--- src/verilog/uies_defs.vh ---
// Purpose: Register offsets, field positions, source codes, reset values and bus response codes for the block.
// Assumes: Every register takes one aligned 32-bit word on the AXI4-Lite bus.
// Notes:   Byte offsets are four times the register index.
`ifndef UIES_DEFS_VH
`define UIES_DEFS_VH

// ----------------------------------------------------------------------------
// Register indices and bus address width.
// ----------------------------------------------------------------------------
`define UIES_IDX_HOLD         3'h0
`define UIES_IDX_MASK         3'h1
`define UIES_IDX_STATUS       3'h2
`define UIES_IDX_FORMAT       3'h3
`define UIES_IDX_MODEM        3'h4
`define UIES_IDX_LINE         3'h5
`define UIES_IDX_MODEM_STAT   3'h6
`define UIES_IDX_SCRATCH      3'h7
`define UIES_IDX_FEATURE      3'h2
`define UIES_IDX_RESUME1      3'h4
`define UIES_IDX_RESUME2      3'h5
`define UIES_IDX_PAUSE1       3'h6
`define UIES_IDX_PAUSE2       3'h7
`define UIES_ADDR_W           5

// ----------------------------------------------------------------------------
// Field positions and codes.
// ----------------------------------------------------------------------------
`define UIES_FEAT_ENH_BIT     4
`define UIES_FMT_DIV_BIT      7
`define UIES_FMT_ENH_KEY      8'hbf
`define UIES_SETUP_EN_BIT     0
`define UIES_SETUP_RXRST_BIT  1
`define UIES_SETUP_TXRST_BIT  2
`define UIES_CODE_NONE        6'h01
`define UIES_CODE_LINE        6'h06
`define UIES_CODE_TIMEOUT     6'h0c
`define UIES_CODE_RXDATA      6'h04
`define UIES_CODE_TXREADY     6'h02
`define UIES_CODE_MODEM       6'h00
`define UIES_CODE_PAUSE       6'h10
`define UIES_CODE_HSHAKE      6'h20
`define UIES_RESET_BYTE       8'h00
`define UIES_RESET_DIV        16'h0001
`define UIES_AXI_OKAY         2'h0
`define UIES_AXI_SLVERR       2'h2

`endif

--- src/verilog/uies_bit_rate_counter.v ---
// Purpose: Sixteen-bit divisor counter that sets the transmitter bit rate.
// Assumes: A divisor of zero is treated as one so the tick never stops.
// Notes:   The counter reloads when a new divisor is written.
`timescale 1ns/1ns
`default_nettype none

module uies_bit_rate_counter #(
    parameter WIDTH = 16
) (
    input wire core_clk,
    input wire rst,
    input wire [WIDTH-1:0] divisor,
    input wire reload,
    output reg rate_tick
);

reg [WIDTH-1:0] count_reg;

// Count down from the divisor and pulse once each time it reaches one and reloads.
always @(posedge core_clk or posedge rst)
begin
    if (rst)
    begin
        count_reg <= {WIDTH{1'b0}};
        rate_tick <= 1'b0;
    end
    else if (reload || count_reg <= {{(WIDTH-1){1'b0}}, 1'b1})
    begin
        count_reg <= divisor;
        rate_tick <= ~reload;
    end
    else
    begin
        count_reg <= count_reg - {{(WIDTH-1){1'b0}}, 1'b1};
        rate_tick <= 1'b0;
    end
end

endmodule // uies_bit_rate_counter
`default_nettype wire

--- src/verilog/uies_interrupt_core.v ---
// Purpose: Interrupt mask, interrupt source status and line condition status of a UART.
// Assumes: FIFOs, receiver and modem logic sit outside and report levels and pulses.
// Notes:   Registers sit behind an AXI4-Lite slave; one access of each kind at a time.
`timescale 1ns/1ns
`default_nettype none
`include "uies_defs.vh"

module uies_interrupt_core #(
    parameter DIV_WIDTH = 16
) (
    input wire core_clk,
    input wire rst,
    // AXI4-Lite slave.
    input wire [`UIES_ADDR_W-1:0] s_axi_awaddr,
    input wire s_axi_awvalid,
    output wire s_axi_awready,
    input wire [31:0] s_axi_wdata,
    input wire [3:0] s_axi_wstrb,
    input wire s_axi_wvalid,
    output wire s_axi_wready,
    output reg [1:0] s_axi_bresp,
    output reg s_axi_bvalid,
    input wire s_axi_bready,
    input wire [`UIES_ADDR_W-1:0] s_axi_araddr,
    input wire s_axi_arvalid,
    output wire s_axi_arready,
    output reg [31:0] s_axi_rdata,
    output reg [1:0] s_axi_rresp,
    output reg s_axi_rvalid,
    input wire s_axi_rready,
    // Event sources from FIFOs, receiver and modem logic.
    input wire [4:0] rx_level,
    input wire [4:0] tx_level,
    input wire rx_char_in,
    input wire rx_overrun,
    input wire [2:0] head_errors,
    input wire any_fifo_error,
    input wire rx_timeout,
    input wire tx_shifter_empty,
    input wire modem_delta,
    input wire pause_char_seen,
    input wire wake_event,
    input wire clear_to_send_pin,
    // Strobes and settings to the surrounding logic.
    output reg rx_pop,
    output reg tx_push,
    output reg [7:0] tx_data,
    output reg modem_stat_read,
    output reg rx_fifo_clear,
    output reg tx_fifo_clear,
    output reg sleep_enable,
    output reg request_to_send,
    output wire rate_tick,
    output wire irq
);

// ----------------------------------------------------------------------------
// Register storage.
// ----------------------------------------------------------------------------
reg [7:0] mask_reg;
reg [7:0] feature_reg;
reg [7:0] format_reg;
reg [7:0] modem_reg;
reg [7:0] setup_reg;
reg [7:0] scratch_reg;
reg [7:0] resume1_reg;
reg [7:0] resume2_reg;
reg [7:0] pause1_reg;
reg [7:0] pause2_reg;
reg [DIV_WIDTH-1:0] divisor_reg;
reg div_load_reg;
reg overrun_reg;
reg line_err_reg;
reg tx_ready_reg;
reg hshake_reg;
reg pause_reg;
reg wake_reg;
reg [5:0] held_code_reg;
reg cts_meta_reg;
reg cts_sync_reg;
reg cts_prev_reg;
reg rts_prev_reg;
reg tx_low_prev_reg;

wire enh = feature_reg[`UIES_FEAT_ENH_BIT];
wire fifo_on = setup_reg[`UIES_SETUP_EN_BIT];
wire key_mode = (format_reg == `UIES_FMT_ENH_KEY);
wire div_map = format_reg[`UIES_FMT_DIV_BIT];

// Receive trigger level, decoded from setup bits 7:6.
function [4:0] uies_trig;
    input [1:0] sel;
    begin
        case (sel)
            2'h0: uies_trig = 5'h01;
            2'h1: uies_trig = 5'h04;
            2'h2: uies_trig = 5'h08;
            default: uies_trig = 5'h0e;
        endcase
    end
endfunction

wire [4:0] rx_trig = uies_trig(setup_reg[7:6]);
// Transmit trigger select is held at level 1 unless the extended bits are on.
wire [4:0] tx_trig = uies_trig(enh ? setup_reg[5:4] : 2'h0);

// ----------------------------------------------------------------------------
// Bus handshake.
// ----------------------------------------------------------------------------
// Address and data are taken together only, so the write decode sees both.
wire wr_go = s_axi_awvalid && s_axi_wvalid && !s_axi_bvalid;
wire rd_go = s_axi_arvalid && !s_axi_rvalid;
assign s_axi_awready = wr_go;
assign s_axi_wready = wr_go;
assign s_axi_arready = rd_go;
wire [2:0] w_idx = s_axi_awaddr[4:2];
wire [2:0] r_idx = s_axi_araddr[4:2];
wire w_lane = s_axi_wstrb[0];
wire [7:0] w_byte = s_axi_wdata[7:0];

wire wr_hold = wr_go && w_lane && !div_map && !key_mode && w_idx == `UIES_IDX_HOLD;
wire rd_hold = rd_go && !div_map && !key_mode && r_idx == `UIES_IDX_HOLD;
wire rd_status = rd_go && !key_mode && r_idx == `UIES_IDX_STATUS;
wire rd_line = rd_go && !key_mode && r_idx == `UIES_IDX_LINE;

// ----------------------------------------------------------------------------
// Line condition status.
// ----------------------------------------------------------------------------
wire data_ready = (rx_level != 5'h00);
wire hold_empty = (tx_level == 5'h00);
// Below the trigger in FIFO mode, empty otherwise; its rising edge arms transmit ready.
wire tx_below = tx_level < (fifo_on ? tx_trig : 5'h01);
wire [7:0] line_status =
    {any_fifo_error, hold_empty && tx_shifter_empty, hold_empty,
     head_errors, overrun_reg, data_ready};

// ----------------------------------------------------------------------------
// Source requests, each gated by its mask bit.
// ----------------------------------------------------------------------------
// Head byte errors count only once the byte is popped from the holding position.
wire line_req = mask_reg[2] && (overrun_reg || line_err_reg);
wire rx_req = mask_reg[0] && (fifo_on ? (rx_level >= rx_trig) : data_ready);
wire to_req = mask_reg[0] && fifo_on && rx_timeout;
wire tx_req = mask_reg[1] && tx_ready_reg;
wire mdm_req = mask_reg[3] && modem_delta;
wire pause_req = enh && mask_reg[5] && pause_reg;
wire hs_req = enh && (mask_reg[6] || mask_reg[7]) && hshake_reg;

// Priority encoder of the pending code.
reg [5:0] live_code;
always @*
begin
    if (line_req) live_code = `UIES_CODE_LINE;
    else if (to_req) live_code = `UIES_CODE_TIMEOUT;
    else if (rx_req) live_code = `UIES_CODE_RXDATA;
    else if (tx_req) live_code = `UIES_CODE_TXREADY;
    else if (mdm_req) live_code = `UIES_CODE_MODEM;
    else if (pause_req) live_code = `UIES_CODE_PAUSE;
    else if (hs_req) live_code = `UIES_CODE_HSHAKE;
    else live_code = `UIES_CODE_NONE;
end

// The reported code is latched and only moves once it is no longer pending.
wire held_live = (held_code_reg == `UIES_CODE_LINE) ? line_req :
                 (held_code_reg == `UIES_CODE_TIMEOUT) ? to_req :
                 (held_code_reg == `UIES_CODE_RXDATA) ? rx_req :
                 (held_code_reg == `UIES_CODE_TXREADY) ? tx_req :
                 (held_code_reg == `UIES_CODE_MODEM) ? mdm_req :
                 (held_code_reg == `UIES_CODE_PAUSE) ? pause_req :
                 (held_code_reg == `UIES_CODE_HSHAKE) ? hs_req : 1'b0;
wire [5:0] code_next = held_live ? held_code_reg : live_code;
wire [5:0] shown_code = (code_next == `UIES_CODE_NONE && wake_reg) ?
                        `UIES_CODE_NONE : code_next;
wire [5:0] vis_code = enh ? shown_code : {2'b00, shown_code[3:0]};
wire [7:0] status_byte = {fifo_on, fifo_on, vis_code};

assign irq = (held_code_reg != `UIES_CODE_NONE);

// ----------------------------------------------------------------------------
// Register read multiplexer.
// ----------------------------------------------------------------------------
reg [7:0] rd_byte;
always @*
begin
    rd_byte = 8'h00;
    if (key_mode && r_idx == `UIES_IDX_FEATURE)
        rd_byte = feature_reg;
    else if (div_map && r_idx == `UIES_IDX_HOLD)
        rd_byte = divisor_reg[7:0];
    else if (div_map && r_idx == `UIES_IDX_MASK)
        rd_byte = divisor_reg[15:8];
    else
    begin
        case (r_idx)
            `UIES_IDX_MASK: rd_byte = enh ? mask_reg : {4'h0, mask_reg[3:0]};
            `UIES_IDX_STATUS: rd_byte = status_byte;
            `UIES_IDX_FORMAT: rd_byte = format_reg;
            `UIES_IDX_MODEM: rd_byte = enh ? modem_reg : {3'h0, modem_reg[4:3], 1'b0,
                                                           modem_reg[1:0]};
            `UIES_IDX_LINE: rd_byte = line_status;
            `UIES_IDX_SCRATCH: rd_byte = scratch_reg;
            default: rd_byte = 8'h00;
        endcase
    end
end

// ----------------------------------------------------------------------------
// Bus responses.
// ----------------------------------------------------------------------------
// Answers come one cycle after the request is taken.
always @(posedge core_clk or posedge rst)
begin
    if (rst)
    begin
        s_axi_bvalid <= 1'b0;
        s_axi_bresp <= `UIES_AXI_OKAY;
        s_axi_rvalid <= 1'b0;
        s_axi_rresp <= `UIES_AXI_OKAY;
        s_axi_rdata <= 32'h00000000;
    end
    else
    begin
        if (wr_go)
        begin
            s_axi_bvalid <= 1'b1;
            s_axi_bresp <= `UIES_AXI_OKAY;
        end
        else if (s_axi_bready)
            s_axi_bvalid <= 1'b0;
        if (rd_go)
        begin
            s_axi_rvalid <= 1'b1;
            s_axi_rresp <= `UIES_AXI_OKAY;
            s_axi_rdata <= {24'h000000, rd_byte};
        end
        else if (s_axi_rready)
            s_axi_rvalid <= 1'b0;
    end
end

// ----------------------------------------------------------------------------
// Register writes and one-cycle strobes.
// ----------------------------------------------------------------------------
always @(posedge core_clk or posedge rst)
begin
    if (rst)
    begin
        mask_reg <= `UIES_RESET_BYTE;
        feature_reg <= `UIES_RESET_BYTE;
        format_reg <= `UIES_RESET_BYTE;
        modem_reg <= `UIES_RESET_BYTE;
        setup_reg <= `UIES_RESET_BYTE;
        scratch_reg <= `UIES_RESET_BYTE;
        resume1_reg <= `UIES_RESET_BYTE;
        resume2_reg <= `UIES_RESET_BYTE;
        pause1_reg <= `UIES_RESET_BYTE;
        pause2_reg <= `UIES_RESET_BYTE;
        divisor_reg <= `UIES_RESET_DIV;
        div_load_reg <= 1'b0;
        tx_push <= 1'b0;
        tx_data <= 8'h00;
        rx_fifo_clear <= 1'b0;
        tx_fifo_clear <= 1'b0;
    end
    else
    begin
        div_load_reg <= 1'b0;
        tx_push <= wr_hold;
        rx_fifo_clear <= 1'b0;
        tx_fifo_clear <= 1'b0;
        if (wr_hold)
            tx_data <= w_byte;
        if (wr_go && w_lane)
        begin
            if (key_mode)
            begin
                case (w_idx)
                    `UIES_IDX_FEATURE: feature_reg <= w_byte;
                    `UIES_IDX_RESUME1: resume1_reg <= w_byte;
                    `UIES_IDX_RESUME2: resume2_reg <= w_byte;
                    `UIES_IDX_PAUSE1: pause1_reg <= w_byte;
                    `UIES_IDX_PAUSE2: pause2_reg <= w_byte;
                    `UIES_IDX_FORMAT: format_reg <= w_byte;
                    default: format_reg <= format_reg;
                endcase
            end
            else if (div_map && w_idx == `UIES_IDX_HOLD)
            begin
                divisor_reg[7:0] <= w_byte;
                div_load_reg <= 1'b1;
            end
            else if (div_map && w_idx == `UIES_IDX_MASK)
            begin
                divisor_reg[15:8] <= w_byte;
                div_load_reg <= 1'b1;
            end
            else
            begin
                case (w_idx)
                    // Upper mask bits keep their value while extended bits are off.
                    `UIES_IDX_MASK: mask_reg <= enh ? w_byte : {mask_reg[7:4], w_byte[3:0]};
                    `UIES_IDX_STATUS:
                    begin
                        // Setup bits other than enable only take with enable set.
                        if (w_byte[`UIES_SETUP_EN_BIT])
                        begin
                            setup_reg <= {w_byte[7:6], enh ? w_byte[5:4] : setup_reg[5:4],
                                          w_byte[3], 3'b001};
                            rx_fifo_clear <= w_byte[`UIES_SETUP_RXRST_BIT];
                            tx_fifo_clear <= w_byte[`UIES_SETUP_TXRST_BIT];
                        end
                        else
                            setup_reg <= {setup_reg[7:1], 1'b0};
                    end
                    `UIES_IDX_FORMAT: format_reg <= w_byte;
                    `UIES_IDX_MODEM: modem_reg <= enh ? w_byte : {modem_reg[7:5], w_byte[4:3],
                                                                  modem_reg[2], w_byte[1:0]};
                    `UIES_IDX_SCRATCH: scratch_reg <= w_byte;
                    default: scratch_reg <= scratch_reg;
                endcase
            end
        end
    end
end

// ----------------------------------------------------------------------------
// Event flags and read side effects.
// ----------------------------------------------------------------------------
// In each flag the set term is tested last so an event in the clearing cycle survives.
always @(posedge core_clk or posedge rst)
begin
    if (rst)
    begin
        overrun_reg <= 1'b0;
        line_err_reg <= 1'b0;
        tx_ready_reg <= 1'b0;
        hshake_reg <= 1'b0;
        pause_reg <= 1'b0;
        wake_reg <= 1'b0;
        held_code_reg <= `UIES_CODE_NONE;
        cts_meta_reg <= 1'b0;
        cts_sync_reg <= 1'b0;
        cts_prev_reg <= 1'b0;
        rts_prev_reg <= 1'b0;
        tx_low_prev_reg <= 1'b1;
        rx_pop <= 1'b0;
        modem_stat_read <= 1'b0;
        sleep_enable <= 1'b0;
        request_to_send <= 1'b0;
    end
    else
    begin
        cts_meta_reg <= clear_to_send_pin;
        cts_sync_reg <= cts_meta_reg;
        cts_prev_reg <= cts_sync_reg;
        rts_prev_reg <= request_to_send;
        tx_low_prev_reg <= tx_below;
        request_to_send <= modem_reg[1];
        sleep_enable <= enh && mask_reg[4];
        rx_pop <= rd_hold;
        modem_stat_read <= rd_go && !key_mode && r_idx == `UIES_IDX_MODEM_STAT;
        held_code_reg <= code_next;
        if (rd_line)
        begin
            overrun_reg <= 1'b0;
            line_err_reg <= 1'b0;
        end
        if (rx_overrun)
            overrun_reg <= 1'b1;
        if (rx_pop && head_errors != 3'h0)
            line_err_reg <= 1'b1;
        if (rd_status || wr_hold)
            tx_ready_reg <= 1'b0;
        // Falling below the trigger or emptying, or a fresh enable while the holding side is empty, arms transmit ready.
        if ((tx_below && !tx_low_prev_reg) ||
            (hold_empty && !tx_push && (tx_level == 5'h00) && !tx_ready_reg && !wr_hold &&
             !rd_status && wr_go && w_idx == `UIES_IDX_MASK && !div_map && !key_mode &&
             w_byte[1] && !mask_reg[1]))
            tx_ready_reg <= 1'b1;
        if (modem_stat_read)
            hshake_reg <= 1'b0;
        if ((mask_reg[6] && request_to_send && !rts_prev_reg) ||
            (mask_reg[7] && cts_sync_reg && !cts_prev_reg))
            hshake_reg <= 1'b1;
        if (rd_status || rx_char_in)
            pause_reg <= 1'b0;
        if (pause_char_seen)
            pause_reg <= 1'b1;
        if (rd_status)
            wake_reg <= 1'b0;
        if (wake_event)
            wake_reg <= 1'b1;
    end
end

// ----------------------------------------------------------------------------
// Bit rate counter.
// ----------------------------------------------------------------------------
uies_bit_rate_counter #(
    .WIDTH(DIV_WIDTH)
) u_rate (
    .core_clk(core_clk),
    .rst(rst),
    .divisor(divisor_reg),
    .reload(div_load_reg),
    .rate_tick(rate_tick)
);

endmodule // uies_interrupt_core
`default_nettype wire
--- config.mk ---
export PLATFORM = sky130hd
export DESIGN_NAME = uies_interrupt_core
export DESIGN_NICKNAME = d
export VERILOG_FILES = /design/src/verilog/uies_bit_rate_counter.v /design/src/verilog/uies_interrupt_core.v
export VERILOG_INCLUDE_DIRS = /design/src /design/src/verilog
export SDC_FILE = /design/constraint.sdc
export NUM_CORES = 1
export LEC_CHECK = 0
export BUFFER_PORTS_ARGS = -buffer_cell sky130_fd_sc_hd__buf_4
export CORE_MARGIN = 3
export CORE_UTILIZATION = 45
export DETAILED_ROUTE_END_ITERATION = 8
export PLACE_DENSITY = 0.68
export SLEW_MARGIN = 10
export SYNTH_ARGS = -nofsm -noshare
export SYNTH_HDL_FRONTEND = slang
export SYNTH_SLANG_ARGS = --single-unit
--- constraint.sdc ---
create_clock -name core_clk -period 3.8 [get_ports core_clk]
set_input_delay 0.19 -clock core_clk [delete_from_list [all_inputs] [get_ports core_clk]]
set_output_delay 0.19 -clock core_clk [all_outputs]
set_load 0.03 [all_outputs]
==> impl_metrics.ini <==
[grt]
antenna_violations_before_repair = 0
grt_remaining_overflow = 0
grt_use_total_pct = 21.7
grt_pass1_vias = 4954
grt_max_degree = 80
wire_length_of_the_first_global_routing_pass_um = 26600

[sta]
finalSetupViolations = 0
tns_ps = 0
worstMarginPinSlew_ps = 986
period_needed_ps = 2510
min_period_over_period_pct = 66.2
timing.final.max_slew_violations = 0
rsz_0062_raised_after_global_routing = false
final-hold-violation-count = 3
fin_skew_ps = 4.96
worst_slew_margin_relative_to_its_limit_pct = 34.3
fmaxAchievable_ghz = 0.398
hold_ws_ps = -2.89

[logic_synthesis]
syn-cell-area_sq_um = 6340
synth_mux_area_share_pct = 14.2
ys_ff_latch = 120
syn-mean-instance-area_sq_um = 10.5
async_flop_share_pct = 100
yosys.cell_types.count = 70
synth-adder-area-share_pct = 1.78
synth-xor-area-share_pct = 1.66
share_of_synthesized_area_occupied_by_flip_flops_and_latches_pct = 47.4
yosys.area_share.simple_pct = 16.2
largest_family_of_logic_cells_by_synthesized_area = simple AND/OR/NAND/NOR gates
synthCells = 603
synth_compound_gate_area_share_pct = 12.3
ys_warnings = 0
leading_register_cell_type_out_of_synthesis = sky130_fd_sc_hd__dfrtp_1
number_of_enable_type_register_cells_in_the_synthesized_netlist = 0

[drt]
first_pass_iters = 5
drc_errors = 0
totalWireLength_um = 16700
num_vias = 5010
drt-vias-per-instance = 5.82
ant_nets = 0
detail_route.iter0.violations = 521
drt-wirelength-per-cell_um = 19.4

[power]
p_int_mw = 2.97
vdd_ir_drop_max_mv = 0.314
sw_frac_of_total_pct = 29.5
static-leakage-power_nw = 3.53
net_switching_power_of_the_design_mw = 1.24
power.density_nw_per_um2 = 557
p_clk_share_pct = 39.6
share_seq_of_total_power_pct = 39.7
p_comb_share_pct = 20.7

[clock_tree]
cts_resized = 0
post_cts_buffers = 0
worst_skew_pair_latency_ps = 420
cts.clk_slew.worst_paths_ps = 50
sinks_on_clock_net = 120
cts_tree = done
ctsRootBufferMaster = sky130_fd_sc_hd__clkbuf_16
cts_max_path_buffers = 2
cts-htree-levels = 4
tritoncts.num_buffers = 17

[final_layout]
synthToLayoutAreaGrowth_pct = 19.3
final_layout_size_suffix_gt1_share_pct = 27.9
fill_cells = 1158
nets = 756
n_antenna_cell = 0

[floorplanning]
num_io_pins = 133
dieArea_sq_um = 15500
die_h_um = 125
floorplan.initialDensity_pct = 46.9
die_width_um = 125
placeableCoreArea_sq_um = 13500
rows = 42

[outcome]
status = finished, violations left
failed_checks = hold timing

[worst_setup_path]
worst_setup_path_end_kind = flip-flop
worst_setup_path_start_kind = flip-flop
critical_path_required_ps = 4100
criticalPathCategory = reg2reg
timing.critical_path.arrival_ps = 2810
critPathMaxFanout = 6

[placed_design]
port-buffer-count = 72
hpwlAfterDp_um = 12000
place.gp.congestion = 0.907

[flow_run]
cap_violations = 0

[worst_hold_path]
holdCritPathClass = in2async
## cell type report
cell class	count	area [sq um]	area share [%]
Tap cell	176	220	2.91
Sequential cell	120	3010	39.8
Inverter	16	62.6	0.828
Multi-Input combinational cell	435	3030	40.1
Timing Repair Buffer	82	631	8.34
Clock inverter	9	148	1.95
Clock buffer	23	458	6.06
## layer usage
metal	vias up	GRT usage [%]	wire length (um)
li1	2262	-	-
met1	2485	29.8	7350
met2	234	32.2	7420
met3	29	7.46	1550
met4	0	7.74	360
met5	-	0	0
## repair_timing
action | CTS | global route
endpoints found under the hold margin | 6 | 0
hold buffers | 6 | 0
endpoints found under the setup margin | 0 | 0
## cells in the mapped netlist (6+ instances only)
library cell / number / share of area [%]
sky130_fd_sc_hd__a21oi_1: 31 / 2.4
sky130_fd_sc_hd__a22oi_1: 6 / 0.71
sky130_fd_sc_hd__and2_1: 6 / 0.59
sky130_fd_sc_hd__and3_1: 6 / 0.59
sky130_fd_sc_hd__buf_4: 29 / 3.4
sky130_fd_sc_hd__clkbuf_1: 19 / 1.1
sky130_fd_sc_hd__dfrtp_1: 117 / 46
sky130_fd_sc_hd__ha_1: 9 / 1.8
sky130_fd_sc_hd__inv_1: 16 / 0.95
sky130_fd_sc_hd__mux2_2: 69 / 12
sky130_fd_sc_hd__mux2i_1: 10 / 1.6
sky130_fd_sc_hd__nand2_1: 34 / 2.0
sky130_fd_sc_hd__nand3_1: 18 / 1.4
sky130_fd_sc_hd__nand4_1: 10 / 0.99
sky130_fd_sc_hd__nor2_1: 49 / 2.9
sky130_fd_sc_hd__nor2b_1: 7 / 0.69
sky130_fd_sc_hd__nor3_1: 14 / 1.1
sky130_fd_sc_hd__nor3b_1: 7 / 0.83
sky130_fd_sc_hd__o21ai_0: 26 / 2.1
sky130_fd_sc_hd__or3_1: 6 / 0.59
sky130_fd_sc_hd__xnor2_1: 7 / 0.97
## power groups by stage
stage / clock [mW] / sequential [mW] / combinational [mW]
finish: 1.67 / 1.67 / 0.873
floorplan: 0 / 1.70 / 0.607
global placement: 0 / 1.67 / 0.845
global route: 1.76 / 1.70 / 0.962
detailed placement: 0 / 1.68 / 0.864
CTS: 1.69 / 1.67 / 0.875
## critical path, cell delays in order (launching register included)
cell,delay (ps)
sky130_fd_sc_hd__dfrtp_1,360
sky130_fd_sc_hd__inv_1,70
sky130_fd_sc_hd__ha_1,180
sky130_fd_sc_hd__or3b_1,410
sky130_fd_sc_hd__a2111oi_2,360
sky130_fd_sc_hd__nor2_1,140
sky130_fd_sc_hd__a311oi_4,430
sky130_fd_sc_hd__nor3b_1,330
sky130_fd_sc_hd__o21ai_1,110
## final timing paths
path,end,depth (start not counted),start,slack (ps)
setup reg to reg,s_axi_rdata[1]$_DFFE_PP0P_,8,setup_reg[7]$_DFFE_PP0P_,1290
hold reg to reg,cts_sync_reg$_DFF_PP0_,0,cts_meta_reg$_DFF_PP0_,360
setup / recovery,s_axi_rdata[1]$_DFFE_PP0P_,8,setup_reg[7]$_DFFE_PP0P_,1290
hold / removal,u_rate.count_reg[9]$_DFF_PP0_,2,rst,-3
min in group core_clk,s_axi_bvalid$_DFFE_PP0P_,3,s_axi_wvalid,50
max in group asynchronous,held_code_reg[0]$_DFF_PP1_,3,rst,2850
## cell usage in the layout, fill, tap and decap left out, drive strengths merged, types with 10 or more instances in the layout
cell type  count
mux2i         10
nor2          49
mux2          69
inv           16
o21ai         28
dfrtp        117
nand4         10
conb          28
clkbuf        23
nand3         18
nor3          14
nand2         34
buf           76
a21oi         31
## cell families (layout without fill, tap and decap cells)
| family | after synthesis | in the layout |
|---|---|---|
| simple gates | 192 | 192 |
| flops | 120 | 120 |
| compound gates | 114 | 114 |
| mux | 80 | 80 |
| buf+inv | 75 | 130 |
| xor+xnor | 12 | 12 |
| fa+ha+maj | 9 | 9 |
| other cells | 1 | 28 |
## metrics by stage
stage	instances	cell area, sq um	total power [mW]	util [%]	setup WS (ps)
after floorplan	630	6440	2.30	-	429
after detailed placement	823	6890	2.55	51.0	1320
after global placement	823	6890	2.52	51.0	1370
after global routing	861	7560	4.42	56.0	1190
final	861	7560	4.21	56.0	1290
after CTS	861	7560	4.23	56.0	1300
Note: power is estimated with default switching activity, not from simulation.
